**config.mk**
```make
export PLATFORM = sky130hd
export DESIGN_NAME = sce_word_bank
export DESIGN_NICKNAME = d
export VERILOG_FILES = /design/src/shared/sce_pkg.sv /design/src/logic/sce_word_bank.sv
export SDC_FILE = /design/constraint.sdc
export NUM_CORES = 2
export LEC_CHECK = 0
export BUFFER_PORTS_ARGS = -buffer_cell sky130_fd_sc_hd__clkbuf_2
export CAP_MARGIN = 20
export CORE_MARGIN = 10
export CORE_UTILIZATION = 55
export DETAILED_ROUTE_END_ITERATION = 10
export GPL_TIMING_DRIVEN = 0
export PLACE_DENSITY = 0.82
export SLEW_MARGIN = 20
export SYNTH_ARGS = -nofsm -noshare
export SYNTH_HDL_FRONTEND = slang
export SYNTH_SLANG_ARGS = --single-unit
```
**constraint.sdc**
```tcl
create_clock -name mclk -period 11.8 [get_ports mclk]
set_input_delay 0 -clock mclk [delete_from_list [all_inputs] [get_ports mclk]]
set_output_delay 0 -clock mclk [all_outputs]
set_load 0.02 [all_outputs]
```
**src/shared/sce_pkg.sv**
```systemverilog
/*
 * Package for the sensor configuration word bank: word offsets, field
 * positions, factory defaults, controller states and carrier structs.
 * Assumes a single 100 MHz clock domain and 16-bit memory words.
 */
package sce_pkg;

	localparam int WORD_W = 16;
	localparam int ADDR_W = 5;
	localparam int WORDS = 32;

	// Word offsets
	localparam logic [4:0] OFS_SIGN_CFG = 5'h01;
	localparam logic [4:0] OFS_IF_CFG = 5'h02;
	localparam logic [4:0] OFS_BRIDGE_OFFSET = 5'h03;
	localparam logic [4:0] OFS_BRIDGE_GAIN = 5'h04;
	localparam logic [4:0] OFS_GAIN_TC = 5'h05;
	localparam logic [4:0] OFS_OFFSET_TC = 5'h06;
	localparam logic [4:0] OFS_OFFSET_SOT = 5'h07;
	localparam logic [4:0] OFS_GAIN_SOT = 5'h08;
	localparam logic [4:0] OFS_BRIDGE_SOT = 5'h09;
	localparam logic [4:0] OFS_TEMP_OFFSET = 5'h0A;
	localparam logic [4:0] OFS_TEMP_GAIN = 5'h0B;
	localparam logic [4:0] OFS_TEMP_SOT = 5'h0C;
	localparam logic [4:0] OFS_LOW_CAL_TEMP = 5'h0D;
	localparam logic [4:0] OFS_CUST_ID0 = 5'h00;
	localparam logic [4:0] OFS_CUSTOMER_IDENTIFIER_WORD_ONE = 5'h0E;
	localparam logic [4:0] OFS_CUST_ID2 = 5'h13;
	localparam logic [4:0] OFS_SIGNATURE = 5'h1F;
	localparam logic [4:0] OFS_LAST = 5'h1F;

	// Interface word fields
	localparam int IF_EDGE_BIT = 0;
	localparam int IF_CONN_CHK_BIT = 1;
	localparam int IF_SHORT_CHK_BIT = 2;
	localparam int IF_ADDR_LSB = 3;
	localparam int IF_COMM_LOCK_LSB = 10;
	localparam int IF_MEM_LOCK_LSB = 13;
	localparam logic [2:0] LOCK_CODE = 3'h3;

	// Sign word fields, then the gain word times-eight bit
	localparam int SG_CURVE_BIT = 9;
	localparam int SG_TC_OFFSET_BIT = 10;
	localparam int SG_TC_GAIN_BIT = 11;
	localparam int SG_BRIDGE_SECOND_ORDER_BIT = 12;
	localparam int SG_SOT_OFFSET_BIT = 13;
	localparam int SG_SOT_GAIN_BIT = 14;
	localparam int SG_SOT_TEMP_BIT = 15;
	localparam int GAIN_X8_BIT = 15;

	// Factory defaults
	localparam logic [6:0] SLAVE_ADDR_DEFAULT = 7'h28;
	localparam logic [15:0] IF_CFG_DEFAULT = 16'h0140;
	localparam logic [15:0] UNITY_GAIN = 16'h2000;
	localparam logic [15:0] WORD_ZERO = 16'h0000;

	typedef enum logic [2:0] {
		SCE_LOAD = 3'b001,
		SCE_DERIVE = 3'b010,
		SCE_RUN = 3'b100
	} sce_state_t;

	typedef struct packed {
		logic miso_on_rising;
		logic conn_check_en;
		logic short_check_en;
		logic [6:0] slave_addr;
		logic comm_locked;
		logic mem_locked;
		logic curve_shape_select;
	} sce_cfg_t;

	typedef struct packed {
		logic signed [15:0] bridge_offset;
		logic [17:0] bridge_gain;
		logic signed [16:0] gain_tc;
		logic signed [16:0] offset_tc;
		logic signed [16:0] offset_sot;
		logic signed [16:0] gain_sot;
		logic signed [16:0] bridge_sot;
		logic [15:0] temp_offset;
		logic [17:0] temp_gain;
		logic signed [16:0] temp_sot;
		logic [15:0] low_cal_raw_temperature;
		logic [47:0] customer_id;
	} sce_coef_t;

	typedef struct packed {
		sce_state_t state;
		logic [4:0] idx;
		logic [31:0][15:0] work;
		sce_cfg_t cfg;
		sce_coef_t coef;
		logic diag_state;
		logic rsp_valid;
		logic [15:0] rsp_rdata;
		logic write_refused;
	} sce_regs_t;

endpackage

```
**src/logic/sce_word_bank.sv**
```systemverilog
/*
 * Nonvolatile configuration and coefficient word bank with its power-up
 * loader, write lock, signature writer and derived working outputs.
 * Assumes the two-wire front end decodes frames into word commands and
 * that reset marks a power cycle; the memory array itself keeps its
 * contents through reset.
 */
`timescale 1ns/1ps

module sce_word_bank
(
	// Clock and reset
	input wire logic mclk,
	input wire logic reset,
	// Word commands from the two-wire front end
	input wire logic cmd_valid,
	output logic cmd_ready,
	input wire logic cmd_write,
	input wire logic [sce_pkg::ADDR_W-1:0] cmd_addr,
	input wire logic [sce_pkg::WORD_W-1:0] cmd_wdata,
	input wire logic enter_normal_operation_cmd,
	output logic rsp_valid,
	output logic [sce_pkg::WORD_W-1:0] rsp_rdata,
	output logic write_refused,
	// Address filter for incoming frames
	input wire logic [6:0] bus_addr,
	output logic addr_accept,
	// Working configuration
	output sce_pkg::sce_cfg_t cfg,
	output logic charge_pump_en,
	output logic diag_state,
	// Working coefficients
	output sce_pkg::sce_coef_t coef
);

	sce_pkg::sce_regs_t r_r;
	sce_pkg::sce_regs_t r_nxt;
	// Factory image; the array keeps it through reset, which stands for a power cycle
	logic [15:0] nv_mem [0:sce_pkg::WORDS-1] = '{
		sce_pkg::OFS_IF_CFG: sce_pkg::IF_CFG_DEFAULT,
		sce_pkg::OFS_BRIDGE_GAIN: sce_pkg::UNITY_GAIN,
		sce_pkg::OFS_TEMP_GAIN: sce_pkg::UNITY_GAIN,
		sce_pkg::OFS_SIGNATURE: 16'(sce_pkg::IF_CFG_DEFAULT + sce_pkg::UNITY_GAIN + sce_pkg::UNITY_GAIN),
		default: sce_pkg::WORD_ZERO
	};
	logic [31:0][15:0] nv_view;
	logic nv_we;
	logic [4:0] nv_waddr;
	logic [15:0] nv_wdata;
	logic cmd_take;

	function automatic logic [15:0] sum_words(input logic [31:0][15:0] w);
		logic [15:0] s;
		s = 16'h0000;
		for (int i = 0; i < 31; i++)
		begin
			s = s + w[i];
		end
		return s;
	endfunction

	function automatic logic signed [16:0] signed_mag(input logic [15:0] mag, input logic neg);
		logic signed [16:0] v;
		v = $signed({1'b0, mag});
		return neg ? -v : v;
	endfunction

	function automatic logic [17:0] times_eight(input logic [15:0] w);
		logic [14:0] mag;
		mag = w[14:0];
		return w[sce_pkg::GAIN_X8_BIT] ? {mag, 3'h0} : {3'h0, mag};
	endfunction

	function automatic logic addr_match(input logic [6:0] a, input logic [6:0] own, input logic locked);
		return !locked || (a == own);
	endfunction

	genvar gi;
	generate
		for (gi = 0; gi < sce_pkg::WORDS; gi++)
		begin : g_view
			assign nv_view[gi] = nv_mem[gi];
		end
	endgenerate

	// No reset: contents survive a power cycle
	always_ff @(posedge mclk)
	begin
		if (nv_we)
		begin
			nv_mem[nv_waddr] <= nv_wdata;
		end
	end

	// Signature request blocks the command path for that cycle
	assign cmd_ready = (r_r.state == sce_pkg::SCE_RUN) && !enter_normal_operation_cmd;
	assign cmd_take = cmd_valid && cmd_ready;
	assign addr_accept = (r_r.state == sce_pkg::SCE_RUN)
		&& addr_match(bus_addr, r_r.cfg.slave_addr, r_r.cfg.comm_locked);

	always_comb
	begin
		r_nxt = r_r;
		r_nxt.rsp_valid = 1'b0;
		r_nxt.write_refused = 1'b0;
		nv_we = 1'b0;
		nv_waddr = cmd_addr;
		nv_wdata = cmd_wdata;
		case (r_r.state)
			sce_pkg::SCE_LOAD:
			begin
				r_nxt.work[r_r.idx] = nv_view[r_r.idx];
				r_nxt.idx = r_r.idx + 5'h01;
				if (r_r.idx == sce_pkg::OFS_LAST)
				begin
					r_nxt.state = sce_pkg::SCE_DERIVE;
				end
			end
			sce_pkg::SCE_DERIVE:
			begin
				// Interface word is read only here, so edits wait for a power cycle
				r_nxt.cfg.miso_on_rising = r_r.work[sce_pkg::OFS_IF_CFG][sce_pkg::IF_EDGE_BIT];
				r_nxt.cfg.conn_check_en = r_r.work[sce_pkg::OFS_IF_CFG][sce_pkg::IF_CONN_CHK_BIT];
				r_nxt.cfg.short_check_en = r_r.work[sce_pkg::OFS_IF_CFG][sce_pkg::IF_SHORT_CHK_BIT];
				r_nxt.cfg.slave_addr = r_r.work[sce_pkg::OFS_IF_CFG][sce_pkg::IF_ADDR_LSB +: 7];
				r_nxt.cfg.comm_locked = r_r.work[sce_pkg::OFS_IF_CFG][sce_pkg::IF_COMM_LOCK_LSB +: 3]
					== sce_pkg::LOCK_CODE;
				r_nxt.cfg.mem_locked = r_r.work[sce_pkg::OFS_IF_CFG][sce_pkg::IF_MEM_LOCK_LSB +: 3]
					== sce_pkg::LOCK_CODE;
				r_nxt.cfg.curve_shape_select = r_r.work[sce_pkg::OFS_SIGN_CFG][sce_pkg::SG_CURVE_BIT];
				r_nxt.coef.bridge_offset = $signed(r_r.work[sce_pkg::OFS_BRIDGE_OFFSET]);
				r_nxt.coef.bridge_gain = times_eight(r_r.work[sce_pkg::OFS_BRIDGE_GAIN]);
				r_nxt.coef.gain_tc = signed_mag(r_r.work[sce_pkg::OFS_GAIN_TC],
					r_r.work[sce_pkg::OFS_SIGN_CFG][sce_pkg::SG_TC_GAIN_BIT]);
				r_nxt.coef.offset_tc = signed_mag(r_r.work[sce_pkg::OFS_OFFSET_TC],
					r_r.work[sce_pkg::OFS_SIGN_CFG][sce_pkg::SG_TC_OFFSET_BIT]);
				r_nxt.coef.offset_sot = signed_mag(r_r.work[sce_pkg::OFS_OFFSET_SOT],
					r_r.work[sce_pkg::OFS_SIGN_CFG][sce_pkg::SG_SOT_OFFSET_BIT]);
				r_nxt.coef.gain_sot = signed_mag(r_r.work[sce_pkg::OFS_GAIN_SOT],
					r_r.work[sce_pkg::OFS_SIGN_CFG][sce_pkg::SG_SOT_GAIN_BIT]);
				r_nxt.coef.bridge_sot = signed_mag(r_r.work[sce_pkg::OFS_BRIDGE_SOT],
					r_r.work[sce_pkg::OFS_SIGN_CFG][sce_pkg::SG_BRIDGE_SECOND_ORDER_BIT]);
				r_nxt.coef.temp_offset = r_r.work[sce_pkg::OFS_TEMP_OFFSET];
				r_nxt.coef.temp_gain = times_eight(r_r.work[sce_pkg::OFS_TEMP_GAIN]);
				r_nxt.coef.temp_sot = signed_mag(r_r.work[sce_pkg::OFS_TEMP_SOT],
					r_r.work[sce_pkg::OFS_SIGN_CFG][sce_pkg::SG_SOT_TEMP_BIT]);
				r_nxt.coef.low_cal_raw_temperature = r_r.work[sce_pkg::OFS_LOW_CAL_TEMP];
				r_nxt.coef.customer_id = {r_r.work[sce_pkg::OFS_CUST_ID2], r_r.work[sce_pkg::OFS_CUSTOMER_IDENTIFIER_WORD_ONE],
					r_r.work[sce_pkg::OFS_CUST_ID0]};
				// Only a locked part checks, since unlocked parts may be mid-calibration
				r_nxt.diag_state = (r_r.work[sce_pkg::OFS_IF_CFG][sce_pkg::IF_MEM_LOCK_LSB +: 3] == sce_pkg::LOCK_CODE)
					&& (sum_words(r_r.work) != r_r.work[sce_pkg::OFS_SIGNATURE]);
				r_nxt.state = sce_pkg::SCE_RUN;
			end
			sce_pkg::SCE_RUN:
			begin
				if (enter_normal_operation_cmd && !r_r.cfg.mem_locked)
				begin
					// Pending lock is not yet effective, so the signature still lands
					nv_we = 1'b1;
					nv_waddr = sce_pkg::OFS_SIGNATURE;
					nv_wdata = sum_words(nv_view);
				end
				else if (cmd_take && cmd_write)
				begin
					nv_we = !r_r.cfg.mem_locked;
					r_nxt.write_refused = r_r.cfg.mem_locked;
				end
				else if (cmd_take)
				begin
					r_nxt.rsp_valid = 1'b1;
					r_nxt.rsp_rdata = nv_view[cmd_addr];
				end
			end
			default:
			begin
				r_nxt.state = sce_pkg::SCE_LOAD;
				r_nxt.idx = 5'h00;
			end
		endcase
	end

	always_ff @(posedge mclk)
	begin
		if (reset)
		begin
			r_r <= '0;
			r_r.state <= sce_pkg::SCE_LOAD;
		end
		else
		begin
			r_r <= r_nxt;
		end
	end

	assign rsp_valid = r_r.rsp_valid;
	assign rsp_rdata = r_r.rsp_rdata;
	assign write_refused = r_r.write_refused;
	assign cfg = r_r.cfg;
	assign coef = r_r.coef;
	assign diag_state = r_r.diag_state;
	assign charge_pump_en = (r_r.state == sce_pkg::SCE_RUN) && !r_r.cfg.mem_locked;

	property p_no_answer_in_load;
		@(posedge mclk) disable iff (reset)
		(r_r.state != sce_pkg::SCE_RUN) |-> !cmd_ready && !rsp_valid && !addr_accept;
	endproperty
	a_no_answer_in_load: assert property (p_no_answer_in_load) else $error("bank answered before load");

	property p_locked_write_refused;
		@(posedge mclk) disable iff (reset)
		(cmd_take && cmd_write && cfg.mem_locked) |=> write_refused && !rsp_valid;
	endproperty
	a_locked_write_refused: assert property (p_locked_write_refused) else $error("locked write not refused");

	property p_pump_off_locked;
		@(posedge mclk) disable iff (reset)
		cfg.mem_locked |-> !charge_pump_en && !nv_we;
	endproperty
	a_pump_off_locked: assert property (p_pump_off_locked) else $error("pump or write active while locked");

	property p_addr_filter;
		@(posedge mclk) disable iff (reset)
		(r_r.state == sce_pkg::SCE_RUN) |-> addr_accept == (!cfg.comm_locked || bus_addr == cfg.slave_addr);
	endproperty
	a_addr_filter: assert property (p_addr_filter) else $error("address filter wrong");

	property p_cfg_stable_in_run;
		@(posedge mclk) disable iff (reset)
		(r_r.state == sce_pkg::SCE_RUN) ##1 (r_r.state == sce_pkg::SCE_RUN) |-> $stable(cfg);
	endproperty
	a_cfg_stable_in_run: assert property (p_cfg_stable_in_run) else $error("configuration changed without power cycle");

	property p_edge_from_word;
		@(posedge mclk) disable iff (reset)
		(r_r.state == sce_pkg::SCE_DERIVE) |=> cfg.miso_on_rising == $past(r_r.work[sce_pkg::OFS_IF_CFG][0]);
	endproperty
	a_edge_from_word: assert property (p_edge_from_word) else $error("edge select not taken from word");

	property p_gain_times_eight;
		@(posedge mclk) disable iff (reset)
		(r_r.state == sce_pkg::SCE_RUN) |-> coef.bridge_gain == (r_r.work[sce_pkg::OFS_BRIDGE_GAIN][15]
			? 18'(r_r.work[sce_pkg::OFS_BRIDGE_GAIN][14:0]) * 18'h00008 : 18'(r_r.work[sce_pkg::OFS_BRIDGE_GAIN][14:0]));
	endproperty
	a_gain_times_eight: assert property (p_gain_times_eight) else $error("bridge gain factor wrong");

	property p_offset_first_order_sign_field;
		@(posedge mclk) disable iff (reset)
		(r_r.state == sce_pkg::SCE_RUN) && (r_r.work[sce_pkg::OFS_OFFSET_TC] != 16'h0000)
			|-> coef.offset_tc[16] == r_r.work[sce_pkg::OFS_SIGN_CFG][10];
	endproperty
	a_offset_first_order_sign_field: assert property (p_offset_first_order_sign_field) else $error("offset drift sign wrong");

	property p_diag_on_bad_signature;
		@(posedge mclk) disable iff (reset)
		(r_r.state == sce_pkg::SCE_RUN) && cfg.mem_locked
			|-> diag_state == (sum_words(r_r.work) != r_r.work[sce_pkg::OFS_SIGNATURE]);
	endproperty
	a_diag_on_bad_signature: assert property (p_diag_on_bad_signature) else $error("diagnostic state wrong");

	property p_load_length;
		@(posedge mclk) disable iff (reset)
		$rose(r_r.state == sce_pkg::SCE_DERIVE) |-> $past(r_r.idx) == 5'h1F ##1 r_r.state == sce_pkg::SCE_RUN;
	endproperty
	a_load_length: assert property (p_load_length) else $error("load walk length wrong");

	property p_read_answer;
		@(posedge mclk) disable iff (reset)
		(cmd_take && !cmd_write) |=> rsp_valid && (rsp_rdata == $past(nv_view[cmd_addr]));
	endproperty
	a_read_answer: assert property (p_read_answer) else $error("read answer wrong");

	property p_write_lands;
		@(posedge mclk) disable iff (reset)
		(cmd_take && cmd_write && !cfg.mem_locked) |=> nv_view[$past(cmd_addr)] == $past(cmd_wdata);
	endproperty
	a_write_lands: assert property (p_write_lands) else $error("unlocked write lost");

	property p_signature_write;
		@(posedge mclk) disable iff (reset)
		(r_r.state == sce_pkg::SCE_RUN) && enter_normal_operation_cmd && !cfg.mem_locked
			|=> nv_view[sce_pkg::OFS_SIGNATURE] == $past(sum_words(nv_view));
	endproperty
	a_signature_write: assert property (p_signature_write) else $error("signature not written");

	property p_diag_enables;
		@(posedge mclk) disable iff (reset)
		(r_r.state == sce_pkg::SCE_DERIVE)
			|=> cfg.conn_check_en == $past(r_r.work[sce_pkg::OFS_IF_CFG][sce_pkg::IF_CONN_CHK_BIT])
			&& cfg.short_check_en == $past(r_r.work[sce_pkg::OFS_IF_CFG][sce_pkg::IF_SHORT_CHK_BIT]);
	endproperty
	a_diag_enables: assert property (p_diag_enables) else $error("diagnostic enables wrong");

	property p_slave_addr;
		@(posedge mclk) disable iff (reset)
		(r_r.state == sce_pkg::SCE_DERIVE)
			|=> cfg.slave_addr == $past(r_r.work[sce_pkg::OFS_IF_CFG][sce_pkg::IF_ADDR_LSB +: 7]);
	endproperty
	a_slave_addr: assert property (p_slave_addr) else $error("slave address wrong");

	property p_comm_lock_decode;
		@(posedge mclk) disable iff (reset)
		(r_r.state == sce_pkg::SCE_DERIVE)
			|=> cfg.comm_locked
			== ($past(r_r.work[sce_pkg::OFS_IF_CFG][sce_pkg::IF_COMM_LOCK_LSB +: 3]) == sce_pkg::LOCK_CODE);
	endproperty
	a_comm_lock_decode: assert property (p_comm_lock_decode) else $error("address lock decode wrong");

	property p_bridge_offset;
		@(posedge mclk) disable iff (reset)
		(r_r.state == sce_pkg::SCE_RUN) |-> coef.bridge_offset == $signed(r_r.work[sce_pkg::OFS_BRIDGE_OFFSET]);
	endproperty
	a_bridge_offset: assert property (p_bridge_offset) else $error("bridge offset wrong");

	property p_temp_gain;
		@(posedge mclk) disable iff (reset)
		(r_r.state == sce_pkg::SCE_RUN) |-> coef.temp_gain == (r_r.work[sce_pkg::OFS_TEMP_GAIN][15]
			? 18'(r_r.work[sce_pkg::OFS_TEMP_GAIN][14:0]) * 18'h00008 : 18'(r_r.work[sce_pkg::OFS_TEMP_GAIN][14:0]));
	endproperty
	a_temp_gain: assert property (p_temp_gain) else $error("temperature gain factor wrong");

	property p_gain_first_order_sign_field;
		@(posedge mclk) disable iff (reset)
		(r_r.state == sce_pkg::SCE_RUN) && (r_r.work[sce_pkg::OFS_GAIN_TC] != 16'h0000)
			|-> coef.gain_tc[16] == r_r.work[sce_pkg::OFS_SIGN_CFG][sce_pkg::SG_TC_GAIN_BIT];
	endproperty
	a_gain_first_order_sign_field: assert property (p_gain_first_order_sign_field) else $error("gain drift sign wrong");

	property p_offset_second_order_sign_field;
		@(posedge mclk) disable iff (reset)
		(r_r.state == sce_pkg::SCE_RUN) && (r_r.work[sce_pkg::OFS_OFFSET_SOT] != 16'h0000)
			|-> coef.offset_sot[16] == r_r.work[sce_pkg::OFS_SIGN_CFG][sce_pkg::SG_SOT_OFFSET_BIT];
	endproperty
	a_offset_second_order_sign_field: assert property (p_offset_second_order_sign_field) else $error("offset second order sign wrong");

	property p_gain_second_order_sign_field;
		@(posedge mclk) disable iff (reset)
		(r_r.state == sce_pkg::SCE_RUN) && (r_r.work[sce_pkg::OFS_GAIN_SOT] != 16'h0000)
			|-> coef.gain_sot[16] == r_r.work[sce_pkg::OFS_SIGN_CFG][sce_pkg::SG_SOT_GAIN_BIT];
	endproperty
	a_gain_second_order_sign_field: assert property (p_gain_second_order_sign_field) else $error("gain second order sign wrong");

	property p_bridge_second_order_sign_field;
		@(posedge mclk) disable iff (reset)
		(r_r.state == sce_pkg::SCE_RUN) && (r_r.work[sce_pkg::OFS_BRIDGE_SOT] != 16'h0000)
			|-> coef.bridge_sot[16] == r_r.work[sce_pkg::OFS_SIGN_CFG][sce_pkg::SG_BRIDGE_SECOND_ORDER_BIT];
	endproperty
	a_bridge_second_order_sign_field: assert property (p_bridge_second_order_sign_field) else $error("bridge second order sign wrong");

	property p_temp_second_order_sign_field;
		@(posedge mclk) disable iff (reset)
		(r_r.state == sce_pkg::SCE_RUN) && (r_r.work[sce_pkg::OFS_TEMP_SOT] != 16'h0000)
			|-> coef.temp_sot[16] == r_r.work[sce_pkg::OFS_SIGN_CFG][sce_pkg::SG_SOT_TEMP_BIT];
	endproperty
	a_temp_second_order_sign_field: assert property (p_temp_second_order_sign_field) else $error("temperature second order sign wrong");

endmodule // sce_word_bank

```
==> impl_metrics.toml <==
[sta]
timing.hold.ws_ns = 0.0445
relSlewSlack_pct = 6.81
fmax_mhz = 115
period_minus_slack_ns = 8.73
finalMaxSlewViolations = 0
tightest_slew_ns = 1.40
fin_crit_sh_pct = 73.9
skew_ns = 0.0477
finalHoldViolations = 0
finalSetupViolCount = 0
fin_tns_setup_ns = 0
rsz0062_at_grt = "no"

[logic_synthesis]
async_reset_ff_share_pct = 0
synth_ff_type = "dfxtp_1"
netlist.top_cell.by_area = "fa_1"
synth.distinct_cells = 62
synthCells = 6578
synth_area_leaders = "fa_1 21%, dfxtp_1 21%, edfxtp_1 20%"
syn_area_mm2 = 0.0764
syn_avg_cell_area_um2 = 11.6
yosysWarnings = 0
synth_edf_count = 512
synth_seq_cells = 1298
synth_seq_area_share_pct = 40.7
synth.top_cell.area_share_pct = 21.4
synthesis.nets = 7502

[setup_path]
reg2reg_depth = 25
ff2ff_setup_slack_ns = 3.07
cpMaxStageDelayCell = "fa_1"
end_kind = "flip-flop"
worstReg2RegEnd = "nv_mem[7][15]"
worst-path-buf-inv = 8
cp_slowest_stage_delay_ns = 0.69
arrival_ns = 9.35
cp_max_fo = 25
r2r-start = "nv_mem[3][3]"
worstSetupStartpointType = "flip-flop"
critPathKind = "reg2reg"
cp_common_cell = "fa_1"
path_delay_family = "adder cells"
crit_required_ns = 12.43

[clock_network]
clock_latency_ns = 0.83
clkTransAtPathRegs_ns = 0.06
root_buffer = "clkbuf_16"
clkSinkCount = 1298
cts_resized = 0
cts_setup_buffers = 0
cts_buffers = 140
h-tree-depth = 4
cts_buffer_depth = 3
cts_hold_buf = 16
cts_tree = "built"

[power]
p_leak_uw = 0.0319
irDropWorstVdd_v = 0.000142
powerDensity_mw_per_mm2 = 125
power.total_uw = 10800

[detailed_routing]
firstDrtPassIters = 10
drc = 0
routed_wl_um = 269000
route.met2.wl_um = 116000
ant_nets = 0
wl_met1_um = 85800
viasPerCell = 6.41
wl_met3_um = 42300
top_layer = "met5"
drt-initial-drc-count = 9018
vias = 57600
wl_per_cell_um = 30.0

[finish]
nets = 8002
postLayoutCellArea_mm2 = 0.0863
layout_commonest_cell = "inv_1"
final_cell_mix = "881 x inv_1, 818 x fa_1, 786 x dfxtp_1"
area_growth_pct = 12.9
drive_gt1_share_pct = 17.8

[run_status]
status = "finished clean"

[floorplanning]
start_util_pct = 55.5
rows = 136
design.core.area_mm2 = 0.138
ios = 302
die_x_um = 393
die_area_mm2 = 0.154
dieHeight_um = 393

[hold_path]
min_from = "cmd_write"
min_to = "write_refused"
worstHoldPathCells = 3
hp-class = "in2reg"

[place]
placed_area_mm2 = 0.0814
place_congestion = 1.02
portBuffers = 296
dp_hpwl_um = 201000

[grt]
gr-total-overflow = 0
grt_pass1_wl_um = 386000
antenna_found_initial = 17
grt_usage_pct = 34.5
grt_start_max_net_pins = 33
first_global_vias = 58500

[run]
maxCapViolCount = 0
-- synthesized netlist by cell type, drive strengths merged, types with 46 or more instances --
master    n
ha       73
dfxtp   786
nor2    717
o21ai    63
a211oi  608
inv     881
mux4    288
edfxtp  512
fa      818
xnor2   142
a21oi   207
nand2   383
mux2i    46
xor2     88
buf     351
clkbuf  323
-- worst reg2reg max path, delay by kind of cell (launching register included) --
family,cells,cell delay (ns)
and+or+nand+nor,2,0.37
DFF,1,0.40
adders and majority gates,9,4.66
buffers and inverters,8,0.97
xor gates and xnor gates,1,0.20
AOI/OAI and AO/OA,5,1.95
-- where the power goes --
part	total, uW	switching [uW]	internal (uW)
combinational	1470	948	519
clock	4600	1960	2640
sequential	4730	46.2	4680
-- cell type report --
| type | instances | area [um2] |
|---|---|---|
| fillers | 9935 | 51500 |
| multi-input cells | 3725 | 38700 |
| flip-flops and latches | 1298 | 31100 |
| clock buffers | 182 | 3880 |
| plain buffers | 674 | 3660 |
| inverters | 881 | 3310 |
| repair buffers | 358 | 2580 |
| well taps | 1794 | 2240 |
| clock inverters | 67 | 816 |
| diodes | 13 | 32.5 |
-- sequential cells by signal (all words and copies together), names as in the netlist --
name,cells
cfg,13
coef,234
diag_state,1
nv_mem,512
r_r,520
rsp_rdata,16
rsp_valid,1
write_refused,1
-- worst max-delay path by stage --
| stage | to | from | cells after the start |
|---|---|---|---|
| finish | nv_mem[7][15] | nv_mem[3][3] | 25 |
| global route | nv_mem[2][15] | nv_mem[3][3] | 25 |
| CTS | nv_mem[6][15] | nv_mem[3][3] | 24 |
| detailed placement | nv_mem[7][15] | nv_mem[3][3] | 24 |
| global placement | nv_mem[4][15] | nv_mem[3][3] | 23 |
| floorplan | nv_mem[0][15] | nv_mem[23][3] | 23 |
-- per-layer routing --
layer / vias to the layer above / track usage, %
met5: - / 0.721
met4: 17 / 24.3
met3: 1385 / 13.9
met2: 5276 / 51.6
met1: 28000 / 40.4
li1: 23000 / -
-- cells by family (layout without fill, tap and decap cells) --
logic type / after synthesis / after routing / synth area share [%]
and+or+nand+nor: 1258 / 1258 / 6.72
adders and majority gates: 891 / 891 / 22.6
DFF: 1298 / 1298 / 40.7
buffers and inverters: 1555 / 2162 / 9.06
xor gates and xnor gates: 230 / 230 / 2.64
muxes: 336 / 336 / 9.12
other: 0 / 13 / 0
AOI/OAI and AO/OA: 1010 / 1010 / 9.15
-- through the flow --
step	util (%)	std cells	setup slack (ns)
floorplan	-	6578	3.74
global placement	58.2	8668	1.31
detailed placement	59.1	8713	2.96
CTS	62.6	8978	2.68
global route	62.6	8985	2.96
finish	62.6	8992	3.07
Power figures use the tool's default switching activity.
